**src/core/pbm_pkg.sv**
```systemverilog
// Purpose: shared constants and types of the packet buffer manager host access block
// Assumes: one 10 MHz clock, synchronous active-low reset
// Notes: register bus carries 16-bit words, word index is byte offset / 2
//
// Behaviour
// host holds allocate until previous allocation completes
// host holds release while release still busy
// busy flag at command bit 0
// busy and failed set after command write
// after release-specific, packet number held until idle
// after remove-release, no remove until idle
// packet number register, cleared by manager reset
// allocation result updates, failed defaults high
// software polls alloc done, then reads result
// allocation result reports latest packet number
// software copies allocated number unmasked
// queue ports: receive high, completion low
// heads valid while not empty, popped
// receive select picks area and packet
// auto-increment by one, two or four
// direction bit, read load starts prefetch
// pointer reads back last accessed address
// write fifo pending flag, host waits clear
// host waits 370 ns after pointer load
// byte pointer writes: low byte first
// no auto-increment needs dword aligned pointer
// control bit enables early underrun detection
package pbm_pkg;
  // ------------------------------------------------------------
  // register map of the device, byte offsets
  // ------------------------------------------------------------
  localparam logic [3:0] OFS_CMD = 4'h0;
  localparam logic [3:0] OFS_PKT = 4'h2;
  localparam logic [3:0] OFS_ARR = 4'h3;
  localparam logic [3:0] OFS_QUE = 4'h4;
  localparam logic [3:0] OFS_PTR = 4'h6;
  localparam int PKT_W = 6;
  localparam int FLAG_BIT = 7;
  localparam int BUSY_BIT = 0;
  localparam int CMD_LSB = 5;
  localparam int PTR_RCV = 15;
  localparam int PTR_AUTO = 14;
  localparam int PTR_READ = 13;
  localparam int PTR_EARLY_UNDERRUN_DETECT_ENABLE = 12;
  localparam int PTR_PEND = 11;
  localparam int PTR_W = 11;
  localparam logic RST_FAILED = 1'h1;
  localparam logic [15:0] RST_PTR = 16'h0000;
  typedef enum logic [2:0] {
    CMD_NOOP = 3'h0, CMD_ALLOC = 3'h1, CMD_MMU_RESET = 3'h2, CMD_REMOVE = 3'h3,
    CMD_REM_REL = 3'h4, CMD_REL_PKT = 3'h5, CMD_ENQUEUE = 3'h6, CMD_TX_RESET = 3'h7
  } pbm_cmd_type;
  // ------------------------------------------------------------
  // controller registers on the axi side
  // ------------------------------------------------------------
  localparam logic [3:0] AXI_ACCESS = 4'h0;
  localparam logic [3:0] AXI_STATUS = 4'h4;
  localparam int ACC_BE_LSB = 4;
  localparam int ACC_WR_BIT = 8;
  localparam int ST_BUSY = 0;
  localparam int ST_REFUSED = 1;
  localparam logic [1:0] RESP_OKAY = 2'h0;
  localparam logic [1:0] RESP_SLVERR = 2'h2;
  // ------------------------------------------------------------
  // timing
  // ------------------------------------------------------------
  localparam int CLK_PERIOD_NS = 100;
  localparam int PTR_SETTLE_NS = 370;
  localparam int PTR_SETTLE_CYC = (PTR_SETTLE_NS + CLK_PERIOD_NS - 1) / CLK_PERIOD_NS;

  function automatic logic [2:0] word_of(input logic [3:0] ofs);
    return ofs[3:1];
  endfunction : word_of
endpackage : pbm_pkg

```
**src/core/pbm_bus_if.sv**
```systemverilog
// Purpose: register bus between controller and device
// Assumes: both ends on clk_sys
// Notes: read data is valid the cycle after the read strobe
`timescale 1ns/1ps
interface pbm_bus_if;
  logic [2:0] addr;
  logic [1:0] be;
  logic wr;
  logic rd;
  logic [15:0] wdata;
  logic [15:0] rdata;
  modport dev (input addr, input be, input wr, input rd, input wdata, output rdata);
  modport host (output addr, output be, output wr, output rd, output wdata, input rdata);
endinterface : pbm_bus_if

```
**src/core/pbm_host.sv**
```systemverilog
// Purpose: controller end, axi4-lite slave that issues guarded accesses to the device
// Assumes: software writes ACCESS, polls STATUS
// Notes: a request that would break command sequencing is refused, not queued
//
// Our own choice: the AXI4-Lite slave port.
`timescale 1ns/1ps
module pbm_host
  import pbm_pkg::*;
(
  input wire logic clk_sys,
  input wire logic rst_n,
  input wire logic [3:0] s_axi_awaddr,
  input wire logic s_axi_awvalid,
  output logic s_axi_awready,
  input wire logic [31:0] s_axi_wdata,
  input wire logic [3:0] s_axi_wstrb,
  input wire logic s_axi_wvalid,
  output logic s_axi_wready,
  output logic [1:0] s_axi_bresp,
  output logic s_axi_bvalid,
  input wire logic s_axi_bready,
  input wire logic [3:0] s_axi_araddr,
  input wire logic s_axi_arvalid,
  output logic s_axi_arready,
  output logic [31:0] s_axi_rdata,
  output logic [1:0] s_axi_rresp,
  output logic s_axi_rvalid,
  input wire logic s_axi_rready,
  pbm_bus_if.host bus
);
  typedef enum logic [1:0] {S_IDLE = 2'h0, S_ISSUE = 2'h1, S_DONE = 2'h2, S_SETTLE = 2'h3} pbm_hst_type;
  typedef struct packed {
    logic aw_got;
    logic [3:0] aw_addr;
    logic w_got;
    logic [31:0] w_data;
    logic bvalid;
    logic [1:0] bresp;
    logic rvalid;
    logic [1:0] rresp;
    logic [31:0] rdata;
    pbm_hst_type fsm;
    logic [2:0] addr;
    logic [1:0] be;
    logic wr;
    logic [15:0] wdata;
    logic [15:0] last_rd;
    logic refused;
    logic [2:0] wait_cnt;
    logic alloc_pend;
    logic rel4;
    logic rel5;
    logic ptr_clear;
    logic lo_written;
    logic [1:0] lo_bits;
  } pbm_host_type;

  pbm_host_type st;
  pbm_host_type next_st;
  logic [2:0] a_word;
  logic [1:0] a_be;
  logic a_wr;
  logic [15:0] a_data;
  logic refuse;

  assign a_word = st.w_data[2:0];
  assign a_be = st.w_data[ACC_BE_LSB +: 2];
  assign a_wr = st.w_data[ACC_WR_BIT];
  assign a_data = st.w_data[31:16];

  // ------------------------------------------------------------
  // sequencing guards
  // ------------------------------------------------------------
  always_comb begin
    refuse = 1'b0;
    if (a_wr && a_word == word_of(OFS_CMD) && a_be[0]) begin
      unique case (pbm_cmd_type'(a_data[CMD_LSB +: 3]))
        CMD_ALLOC: refuse = st.alloc_pend;
        CMD_REM_REL, CMD_REL_PKT: refuse = st.rel4 || st.rel5;
        CMD_REMOVE: refuse = st.rel4;
        default: refuse = 1'b0;
      endcase
    end
    if (a_wr && a_word == word_of(OFS_PKT) && a_be[0] && st.rel5) begin
      refuse = 1'b1;
    end
    if (a_wr && a_word == word_of(OFS_PTR) && a_be[1]) begin
      if (!st.ptr_clear) begin
        refuse = 1'b1;
      end
      if (!a_be[0] && !st.lo_written) begin
        refuse = 1'b1;
      end
      if (!a_data[PTR_AUTO] && (a_be[0] ? a_data[1:0] : st.lo_bits) != 2'h0) begin
        refuse = 1'b1;
      end
    end
  end

  // ------------------------------------------------------------
  // next state
  // ------------------------------------------------------------
  always_comb begin
    next_st = st;
    if (s_axi_awvalid && !st.aw_got && !st.bvalid) begin
      next_st.aw_got = 1'b1;
      next_st.aw_addr = s_axi_awaddr;
    end
    if (s_axi_wvalid && !st.w_got && !st.bvalid) begin
      next_st.w_got = 1'b1;
      next_st.w_data = s_axi_wdata;
    end
    if (st.bvalid && s_axi_bready) begin
      next_st.bvalid = 1'b0;
    end
    if (st.aw_got && st.w_got) begin
      next_st.aw_got = 1'b0;
      next_st.w_got = 1'b0;
      next_st.bvalid = 1'b1;
      next_st.bresp = RESP_OKAY;
      if (st.aw_addr != AXI_ACCESS) begin
        next_st.bresp = RESP_SLVERR;
      end else if (st.fsm != S_IDLE || refuse) begin
        next_st.refused = 1'b1;
      end else begin
        next_st.refused = 1'b0;
        next_st.fsm = S_ISSUE;
        next_st.addr = a_word;
        next_st.be = a_be;
        next_st.wr = a_wr;
        next_st.wdata = a_data;
      end
    end
    if (st.rvalid && s_axi_rready) begin
      next_st.rvalid = 1'b0;
    end
    if (s_axi_arvalid && !st.rvalid) begin
      next_st.rvalid = 1'b1;
      next_st.rresp = (s_axi_araddr == AXI_STATUS) ? RESP_OKAY : RESP_SLVERR;
      next_st.rdata = '0;
      if (s_axi_araddr == AXI_STATUS) begin
        next_st.rdata = {st.last_rd, 14'h0000, st.refused, st.fsm != S_IDLE};
      end
    end
    unique case (st.fsm)
      S_IDLE: begin
      end
      S_ISSUE: next_st.fsm = S_DONE;
      S_DONE: begin
        next_st.fsm = S_IDLE;
        if (!st.wr) begin
          next_st.last_rd = bus.rdata;
          if (st.addr == word_of(OFS_PKT) && !bus.rdata[8 + FLAG_BIT]) begin
            next_st.alloc_pend = 1'b0;
          end
          if (st.addr == word_of(OFS_CMD) && !bus.rdata[BUSY_BIT]) begin
            next_st.rel4 = 1'b0;
            next_st.rel5 = 1'b0;
          end
          if (st.addr == word_of(OFS_PTR)) begin
            next_st.ptr_clear = !bus.rdata[PTR_PEND];
          end
        end else if (st.addr == word_of(OFS_CMD) && st.be[0]) begin
          unique case (pbm_cmd_type'(st.wdata[CMD_LSB +: 3]))
            CMD_ALLOC: next_st.alloc_pend = 1'b1;
            CMD_REM_REL: next_st.rel4 = 1'b1;
            CMD_REL_PKT: next_st.rel5 = 1'b1;
            CMD_MMU_RESET: next_st.alloc_pend = 1'b0;
            default: begin
            end
          endcase
        end else if (st.addr == word_of(OFS_PTR)) begin
          next_st.lo_written = st.be == 2'h1;
          if (st.be[0]) begin
            next_st.lo_bits = st.wdata[1:0];
          end
          if (st.be[1]) begin
            // data fifo must be seen empty again before the next load
            next_st.ptr_clear = 1'b0;
            next_st.fsm = S_SETTLE;
            next_st.wait_cnt = 3'(PTR_SETTLE_CYC - 1);
          end
        end
      end
      S_SETTLE: begin
        // no access until the read fifo has had time to fill
        next_st.wait_cnt = st.wait_cnt - 3'h1;
        if (st.wait_cnt == 3'h0) begin
          next_st.fsm = S_IDLE;
        end
      end
    endcase
  end

  always_ff @(posedge clk_sys) begin
    if (!rst_n) begin
      st <= '0;
      st.ptr_clear <= 1'b1;
    end else begin
      st <= next_st;
    end
  end

  // ------------------------------------------------------------
  // outputs
  // ------------------------------------------------------------
  assign s_axi_awready = !st.aw_got && !st.bvalid;
  assign s_axi_wready = !st.w_got && !st.bvalid;
  assign s_axi_bvalid = st.bvalid;
  assign s_axi_bresp = st.bresp;
  assign s_axi_arready = !st.rvalid;
  assign s_axi_rvalid = st.rvalid;
  assign s_axi_rresp = st.rresp;
  assign s_axi_rdata = st.rdata;
  assign bus.addr = st.addr;
  assign bus.be = st.be;
  assign bus.wdata = st.wdata;
  assign bus.wr = st.fsm == S_ISSUE && st.wr;
  assign bus.rd = st.fsm == S_ISSUE && !st.wr;
endmodule : pbm_host

```
**src/flat_wrapper.sv**
```systemverilog
// flat-port wrapper written by rule: the top's interface ports become plain ports
module pbm_host_flat import pbm_pkg::*;
  (clk_sys, rst_n, s_axi_awaddr, s_axi_awvalid, s_axi_awready, s_axi_wdata, s_axi_wstrb, s_axi_wvalid, s_axi_wready, s_axi_bresp, s_axi_bvalid, s_axi_bready, s_axi_araddr, s_axi_arvalid, s_axi_arready, s_axi_rdata, s_axi_rresp, s_axi_rvalid, s_axi_rready, bus_addr, bus_be, bus_wr, bus_rd, bus_wdata, bus_rdata);
  pbm_bus_if bus_i ();
  input wire logic clk_sys;
  input wire logic rst_n;
  input wire logic [3:0] s_axi_awaddr;
  input wire logic s_axi_awvalid;
  output logic s_axi_awready;
  input wire logic [31:0] s_axi_wdata;
  input wire logic [3:0] s_axi_wstrb;
  input wire logic s_axi_wvalid;
  output logic s_axi_wready;
  output logic [1:0] s_axi_bresp;
  output logic s_axi_bvalid;
  input wire logic s_axi_bready;
  input wire logic [3:0] s_axi_araddr;
  input wire logic s_axi_arvalid;
  output logic s_axi_arready;
  output logic [31:0] s_axi_rdata;
  output logic [1:0] s_axi_rresp;
  output logic s_axi_rvalid;
  input wire logic s_axi_rready;
  output wire logic [$bits(bus_i.addr)-1:0] bus_addr;
  output wire logic [$bits(bus_i.be)-1:0] bus_be;
  output wire logic [$bits(bus_i.wr)-1:0] bus_wr;
  output wire logic [$bits(bus_i.rd)-1:0] bus_rd;
  output wire logic [$bits(bus_i.wdata)-1:0] bus_wdata;
  input wire logic [$bits(bus_i.rdata)-1:0] bus_rdata;
  assign bus_addr = bus_i.addr;
  assign bus_be = bus_i.be;
  assign bus_wr = bus_i.wr;
  assign bus_rd = bus_i.rd;
  assign bus_wdata = bus_i.wdata;
  assign bus_i.rdata = bus_rdata;
  pbm_host u_core (.clk_sys(clk_sys), .rst_n(rst_n), .s_axi_awaddr(s_axi_awaddr), .s_axi_awvalid(s_axi_awvalid), .s_axi_awready(s_axi_awready), .s_axi_wdata(s_axi_wdata), .s_axi_wstrb(s_axi_wstrb), .s_axi_wvalid(s_axi_wvalid), .s_axi_wready(s_axi_wready), .s_axi_bresp(s_axi_bresp), .s_axi_bvalid(s_axi_bvalid), .s_axi_bready(s_axi_bready), .s_axi_araddr(s_axi_araddr), .s_axi_arvalid(s_axi_arvalid), .s_axi_arready(s_axi_arready), .s_axi_rdata(s_axi_rdata), .s_axi_rresp(s_axi_rresp), .s_axi_rvalid(s_axi_rvalid), .s_axi_rready(s_axi_rready), .bus(bus_i));
endmodule
```
**config.mk**
```make
export PLATFORM = sky130hd
export DESIGN_NAME = pbm_host_flat
export DESIGN_NICKNAME = d
export VERILOG_FILES = /design/src/core/pbm_pkg.sv /design/src/core/pbm_bus_if.sv /design/src/core/pbm_host.sv /design/src/flat_wrapper.sv
export SDC_FILE = /design/constraint.sdc
export NUM_CORES = 1
export LEC_CHECK = 0
export BUFFER_PORTS_ARGS = -buffer_cell sky130_fd_sc_hd__buf_2
export CAP_MARGIN = 20
export CORE_MARGIN = 2
export CORE_UTILIZATION = 38
export CTS_BUF_LIST = sky130_fd_sc_hd__clkbuf_8 sky130_fd_sc_hd__clkbuf_16
export DETAILED_ROUTE_END_ITERATION = 8
export PLACE_DENSITY = 0.57
export SLEW_MARGIN = 25
export SYNTH_ARGS = -nofsm -noshare
export SYNTH_HDL_FRONTEND = slang
export SYNTH_SLANG_ARGS = --single-unit
```
**constraint.sdc**
```tcl
create_clock -name clk_sys -period 2.3 [get_ports clk_sys]
set_input_delay 0.345 -clock clk_sys [delete_from_list [all_inputs] [get_ports clk_sys]]
set_output_delay 0.345 -clock clk_sys [all_outputs]
set_load 0.05 [all_outputs]
```
==> results of run 1 <==
-- layer usage --
metal	vias up	GRT usage (%)	wire (um)
met1	1521	20.4	4670
li1	1747	-	-
met5	-	0	0
met3	7	3.86	510
met4	0	5.04	101
met2	85	23.2	4320
-- state kept, by name, indices dropped and copies added, names as in the netlist, 2 cells and up --
register,flops
u_core.st,36
u_core.s_axi_rdata,18
u_core.a_data,16
u_core.bus.wdata,16
u_core.a_word,3
u_core.bus.addr,3
u_core.a_be,2
u_core.bus.be,2
-- final cells by class --
class                   count  area share (%)
multi-input cells         340            39.5
flip-flops and latches    101            39.4
repair buffers            109            11.4
clock buffers              12            5.20
well taps                 147            3.59
clock inverters             4           0.439
inverters                   6           0.439
-- final timing paths --
check             slack, ns                   end  cells after the start            startpoint
setup / recovery       0.39    u_core.bus.addr[0]                      6      u_core.a_data[6]
hold / removal         0.25   u_core.s_axi_rvalid                      2         s_axi_arvalid
setup reg to reg       0.39    u_core.bus.addr[0]                      6      u_core.a_data[6]
hold reg to reg        0.46  u_core.bus.wdata[13]                      2  u_core.bus.wdata[13]
-- cells in the final DEF, fill, tap and decap left out, types with 2 or more instances in the layout --
cell type | synthesis | layout
nand2_1 | 133 | 133
xnor2_1 | 2 | 2
inv_1 | 6 | 7
o211a_1 | 2 | 2
nand2b_1 | 6 | 6
buf_2 | 1 | 99
nor2b_1 | 25 | 25
mux2i_1 | 24 | 24
a21boi_0 | 47 | 47
clkbuf_8 | 0 | 3
and3_1 | 3 | 3
clkbuf_16 | 0 | 9
clkinv_2 | 0 | 2
nand3b_1 | 2 | 2
and3b_1 | 3 | 3
a22oi_1 | 17 | 17
buf_4 | 57 | 9
o221a_2 | 2 | 2
conb_1 | 1 | 16
dfxtp_1 | 101 | 101
nor2_1 | 9 | 9
o21a_1 | 3 | 3
a21oi_1 | 4 | 4
nand3_1 | 7 | 7
and2_1 | 2 | 2
nor3b_1 | 2 | 2
o21ai_0 | 7 | 7
ha_1 | 2 | 2
-- stage by stage --
step | util, % | std cells | setup WS (ns) | area, um^2 | hold slack (ns)
finish | 43.1 | 719 | 0.387 | 5130 | 0.250
global route | 43.1 | 719 | 0.228 | 5130 | 0.246
CTS | 43.1 | 719 | 0.350 | 5130 | 0.239
detailed placement | 40.6 | 703 | 0.371 | 4840 | 0.445
global placement | 40.6 | 703 | 0.430 | 4840 | 0.441
floorplan | - | 535 | 0.144 | 4670 | 0.435
-- power by group through the flow --
| stage | sequential, uW | combinational [uW] | clock, uW |
|---|---|---|---|
| after CTS | 1830 | 383 | 1490 |
| final | 1830 | 378 | 1430 |
| after global routing | 1840 | 415 | 1560 |
| after detailed placement | 1870 | 383 | 0 |
| after global placement | 1870 | 378 | 0 |
| after floorplan | 1870 | 306 | 0 |
-- cell families (layout without fill, tap and decap cells) --
group                    Yosys count  count (layout)  synth area share (%)
AND/OR/NAND/NOR                  204             204                  20.8
flip-flops                       101             101                  43.8
AO/OA/AOI/OAI                     92              92                  15.6
adder cells (fa/ha/maj)            2               2                 0.542
other                              1              16                0.0812
XOR/XNOR                           2               2                 0.380
multiplexers                      24              24                  5.20
buffers and inverters             94             131                  13.7
-- worst register-to-register path, stage by stage (launching register included) --
cell and delay, ns:
dfxtp_1 0.38, and3b_1 0.21, a2111oi_2 0.43, o311ai_4 0.15, a31oi_4 0.23, buf_12 0.23
mux2i_1 0.22
==> impl_metrics.py, run 1 <==
metrics = {
    "place": {
        "gp_congestion": 0.763,
        "port-buffer-count": 100,
        "dpl.hpwl_um": 6710,
    },
    "route": {
        "vias": 3360,
        "drtPass1Iterations": 5,
        "routed_wirelength_um": 9600,
        "dr.first_iter.drc_count": 202,
        "via_per_inst": 4.67,
        "wl_per_cell_um": 13.4,
        "drcViolationCount": 0,
        "ant_nets": 0,
    },
    "worst_setup_path": {
        "critical_path_class": "flop to flop",
        "path_cells": "and3b_1, a2111oi_2, o311ai_4, a31oi_4, buf_12, mux2i_1",
        "path_buf_inv": 1,
        "cpPeakStageDelay_ns": 0.43,
        "crit_slowest_cell": "a2111oi_2",
        "critPathTopFamily": "compound AO/OA/AOI/OAI gates",
        "crit_path_start_kind": "flop",
        "critPathMaxFanout": 22,
        "arrival_ns": 2.17,
        "cp-end-kind": "flop",
        "cp.required_ns": 2.56,
    },
    "clocking": {
        "postCtsHoldBufs": 0,
        "cts.sinks": 101,
        "cts_tree": "done",
        "clkLatencyLatePin_ns": 0.34,
        "clk_pin_slew_worst_paths_ns": 0.07,
        "cts_root_buffer": "clkbuf_16",
        "cts_resized": 0,
        "cts_inserted_buffers": 9,
        "cts_buffer_depth": 2,
        "post_cts_buffers": 0,
        "cts_max_level": 3,
    },
    "die": {
        "chipWidth_um": 114,
        "floorplan.initialDensity_pct": 38.8,
        "die-area_um2": 13000,
        "core_area_um2": 11900,
        "fp.dieH_um": 114,
        "row_count": 40,
        "pin_count": 131,
    },
    "timing": {
        "rsz0062_at_grt": "false",
        "hold_violations": 0,
        "fin_setup_tns_ns": 0,
        "drv_slew": 0,
        "finalClockSkew_ns": 0.00823,
        "min_period_ns": 1.91,
        "fmaxAchievable_ghz": 0.523,
        "slew_headroom_pct": 43.2,
        "setup_violations": 0,
        "fin_crit_sh_pct": 83.2,
        "worst_pin_slew_ns": 0.850,
    },
    "power_and_ir_drop": {
        "power_frac_seq_pct": 50.3,
        "powerDensity_nw_per_um2": 710,
        "finalPower_uw": 3640,
        "leakagePower_uw": 0.00206,
        "ir_worst_vdd_v": 0.000387,
        "switching_power_uw": 906,
        "p_int_uw": 2740,
        "combinationalPowerShare_pct": 10.4,
        "clock_power_share_pct": 39.3,
        "netSwitchingFraction_pct": 24.9,
    },
    "yosys": {
        "synth-edff-count": 0,
        "avgSynthCellArea_um2": 8.88,
        "synth_most_common_cell": "nand2_1",
        "yosys_warnings": 0,
        "synth_common_cells": "133 x nand2_1, 101 x dfxtp_1, 57 x buf_4, 47 x a21boi_0, 25 x nor2b_1",
        "synth_top_area_share_pct": 43.8,
        "ys_types": 54,
        "ys_seq_elements": 101,
        "syn_area_um2": 4620,
        "synth-seq-area-share_pct": 43.8,
        "synthFlopType": "dfxtp_1",
        "synth_top_area_cell": "dfxtp_1",
        "synth_area_leaders": "dfxtp_1 44%, nand2_1 11%, buf_4 9.3%",
        "synth-async-reset-ratio_pct": 0,
        "synth_cells": 520,
    },
    "layout": {
        "multi_input_area_um2": 2030,
        "drive_gt1_share_pct": 23.6,
        "diodes": 0,
        "area_delta_synth_final_pct": 11.1,
        "nFillCells": 1248,
        "nets": 636,
        "seq_area_um2": 2020,
    },
    "outcome": {
        "status": "finished, final reports clean",
    },
    "hold_path": {
        "hp-class": "input port to flop",
    },
    "global_route": {
        "grt.overflow.total": 0,
        "grt_pass1_vias": 3103,
        "grt_antenna_before_repair": 0,
        "grt_pass1_wl_um": 15600,
        "grt_usage_pct": 15.0,
        "grt_max_degree": 53,
    },
    "job": {
        "cap_violations": 0,
    },
}
(Power assumes the default switching activity.)
==> inputs of run 2 (changes only) <==
clock period = 1.9 ns   (was 2.3 ns; I/O delays follow)
==> run 2 against run 1 <==
  * The run now ends with negative setup slack left
  * Via count grew 3.4%
  * Sequential power increased by 21%
  * Clock skew down 0.0032 ns
  * Maximum frequency decreased by 0.24%
  * Sequential share of layout area is 1.3 points lower
  * Die area did not move
  * Largest cell class unchanged
  * Cell count grew 2.2%
  * Worst hold slack got worse by 0.073 ns
  * Combinational power grew 32%
  * Global-route usage is 0.22 points higher
  * Critical path depth rose by 1
  * Clock power grew 18%
==> impl_metrics.py, run 2 (synthesis results as in run 1) <==
metrics = {
    "die": {
        "core_area_um2": 11900,
        "chipWidth_um": 114,
        "floorplan.initialDensity_pct": 38.8,
        "pin_count": 131,
        "row_count": 40,
        "fp.dieH_um": 114,
        "die-area_um2": 13000,
    },
    "place": {
        "place_inst": 712,
        "dpl.hpwl_um": 6800,
        "port-buffer-count": 100,
        "gp_congestion": 0.753,
        "dp_slack_ns": -0.00253,
        "dpl_cell_area_um2": 4930,
    },
    "power_and_ir_drop": {
        "combinationalPowerShare_pct": 11.3,
        "powerDensity_nw_per_um2": 828,
        "p_int_uw": 3240,
        "netSwitchingFraction_pct": 26.4,
        "power_frac_seq_pct": 50.4,
        "switching_power_uw": 1160,
        "ir_worst_vdd_v": 0.000384,
        "clock_power_share_pct": 38.3,
        "leakagePower_uw": 0.00216,
    },
    "worst_setup_path": {
        "startpoint": "u_core.st[125]",
        "critPathMaxFanout": 6,
        "path_buf_inv": 2,
        "cp.required_ns": 2.17,
        "crit_slowest_cell": "or4_4",
        "path_cells": "or4_4, nor2_4, o311ai_4, a31oi_4, buf_6, buf_12, mux2i_1",
        "critical_path_class": "flop to flop",
        "r2r_start": "u_core.st[125]",
        "crit_path_start_kind": "flop",
        "arrival_ns": 2.18,
        "critPathTopFamily": "simple AND/OR/NAND/NOR gates",
        "cp-end-kind": "flop",
        "cpPeakStageDelay_ns": 0.54,
    },
    "route": {
        "routed_wirelength_um": 9940,
        "vias": 3474,
        "drtPass1Iterations": 4,
        "wl_per_cell_um": 13.5,
        "drcViolationCount": 0,
        "dr.first_iter.drc_count": 196,
        "via_per_inst": 4.73,
        "ant_nets": 0,
    },
    "clocking": {
        "postCtsHoldBufs": 0,
        "cts_max_level": 3,
        "cts.sinks": 101,
        "cts_tree": "done",
        "clkLatencyLatePin_ns": 0.35,
        "cts_buffer_depth": 2,
        "cts_root_buffer": "clkbuf_16",
        "clk_pin_slew_worst_paths_ns": 0.07,
        "cts_inserted_buffers": 9,
    },
    "timing": {
        "hold_violations": 0,
        "whs_ns": 0.178,
        "drv_slew": 0,
        "fmaxAchievable_ghz": 0.522,
        "fin_ws_ns": -0.0173,
        "finalClockSkew_ns": 0.00504,
        "fin_crit_sh_pct": 101,
        "setup_violations": 1,
        "min_period_ns": 1.92,
        "rsz0062_at_grt": "true",
    },
    "global_route": {
        "use_met1_pct": 19.7,
        "busiest_layer": "met2",
        "grtUsageMet3_pct": 3.65,
        "grt_pass1_vias": 3305,
        "grt_antenna_before_repair": 0,
        "grt_max_degree": 44,
        "grt_usage_pct": 15.2,
        "grt.overflow.total": 0,
        "grt_pass1_wl_um": 15800,
        "gr-usage-met2_pct": 24.4,
    },
    "layout": {
        "nets": 652,
        "area_delta_synth_final_pct": 15.2,
        "final_cell_mix": "133 x nand2_1, 99 x buf_2, 97 x dfxtp_1, 47 x a21boi_0, 25 x nor2b_1",
        "top_register": "u_core.st",
        "fin_util_pct": 44.7,
        "largest_reg_flops": 36,
        "drive_gt1_share_pct": 26.9,
        "nFillCells": 1246,
        "fin_area_um2": 5320,
        "diodes": 0,
        "final_common_cell": "nand2_1",
        "instances_no_fill": 735,
    },
    "hold_path": {
        "hp-class": "input port to flop",
        "min_from": "s_axi_wdata[26]",
    },
    "outcome": {
        "status": "complete, but fails checks",
        "failed_checks": "negative setup slack",
    },
    "job": {
        "cap_violations": 0,
    },
}
## run 2: stage by stage
| step | power, uW | TNS (ns) |
|---|---|---|
| global route | 4600 | -1.04 |
| finish | 4400 | -0.0173 |
| global placement | 2740 | 0 |
| CTS | 4450 | -0.0156 |
| floorplan | 2640 | 0 |
| detailed placement | 2750 | -0.00253 |
## run 2: worst paths after layout
kind                                        endpoint  slack [ns]  depth (start not counted)
worst max-delay path            u_core.bus.wdata[11]       -0.02                          7
worst min-delay path               u_core.a_data[10]        0.18                          3
worst max register to register  u_core.bus.wdata[11]       -0.02                          7
worst min register to register   u_core.bus.wdata[2]        0.46                          2
## run 2: worst reg2reg max path: stages (launching register included)
cell and delay, ns:
dfxtp_2 0.32, or4_4 0.54, nor2_4 0.14, o311ai_4 0.14, a31oi_4 0.23, buf_6 0.15, buf_12 0.13, mux2i_1 0.21
## run 2: layer usage
metal	vias up	part of all wire [%]	routed length, um
li1	1773	-	-
met5	-	0	0
met2	86	45	4510
met4	0	1.9	190
met1	1597	47	4690
met3	18	5.4	539
## run 2: final cells by class
| class | count | area, um^2 | share of cell area, % |
|---|---|---|---|
| Inverter | 6 | 26.3 | 0.494 |
| Timing Repair Buffer | 125 | 774 | 14.6 |
| Clock inverter | 7 | 43.8 | 0.823 |
| Multi-Input combinational cell | 340 | 2040 | 38.3 |
| Sequential cell | 101 | 2030 | 38.1 |
| Tap cell | 147 | 184 | 3.46 |
| Clock buffer | 9 | 225 | 4.23 |
## run 2: what timing repair did
item	CTS	global route
cloned	0	3
setup buffers	0	4
endpoints found under the hold margin	0	0
endpoints found under the setup margin	1	21
gates resized for setup	0	5
## run 2: power groups by stage
| stage | logic (uW) | clock network [uW] | registers (uW) |
|---|---|---|---|
| 5_1_grt | 545 | 1830 | 2230 |
| 2_1_floorplan | 375 | 0 | 2260 |
| 4_1_cts | 485 | 1750 | 2220 |
| 3_5_place_dp | 485 | 0 | 2270 |
| 6_report | 498 | 1690 | 2220 |
| 3_3_place_gp | 479 | 0 | 2270 |
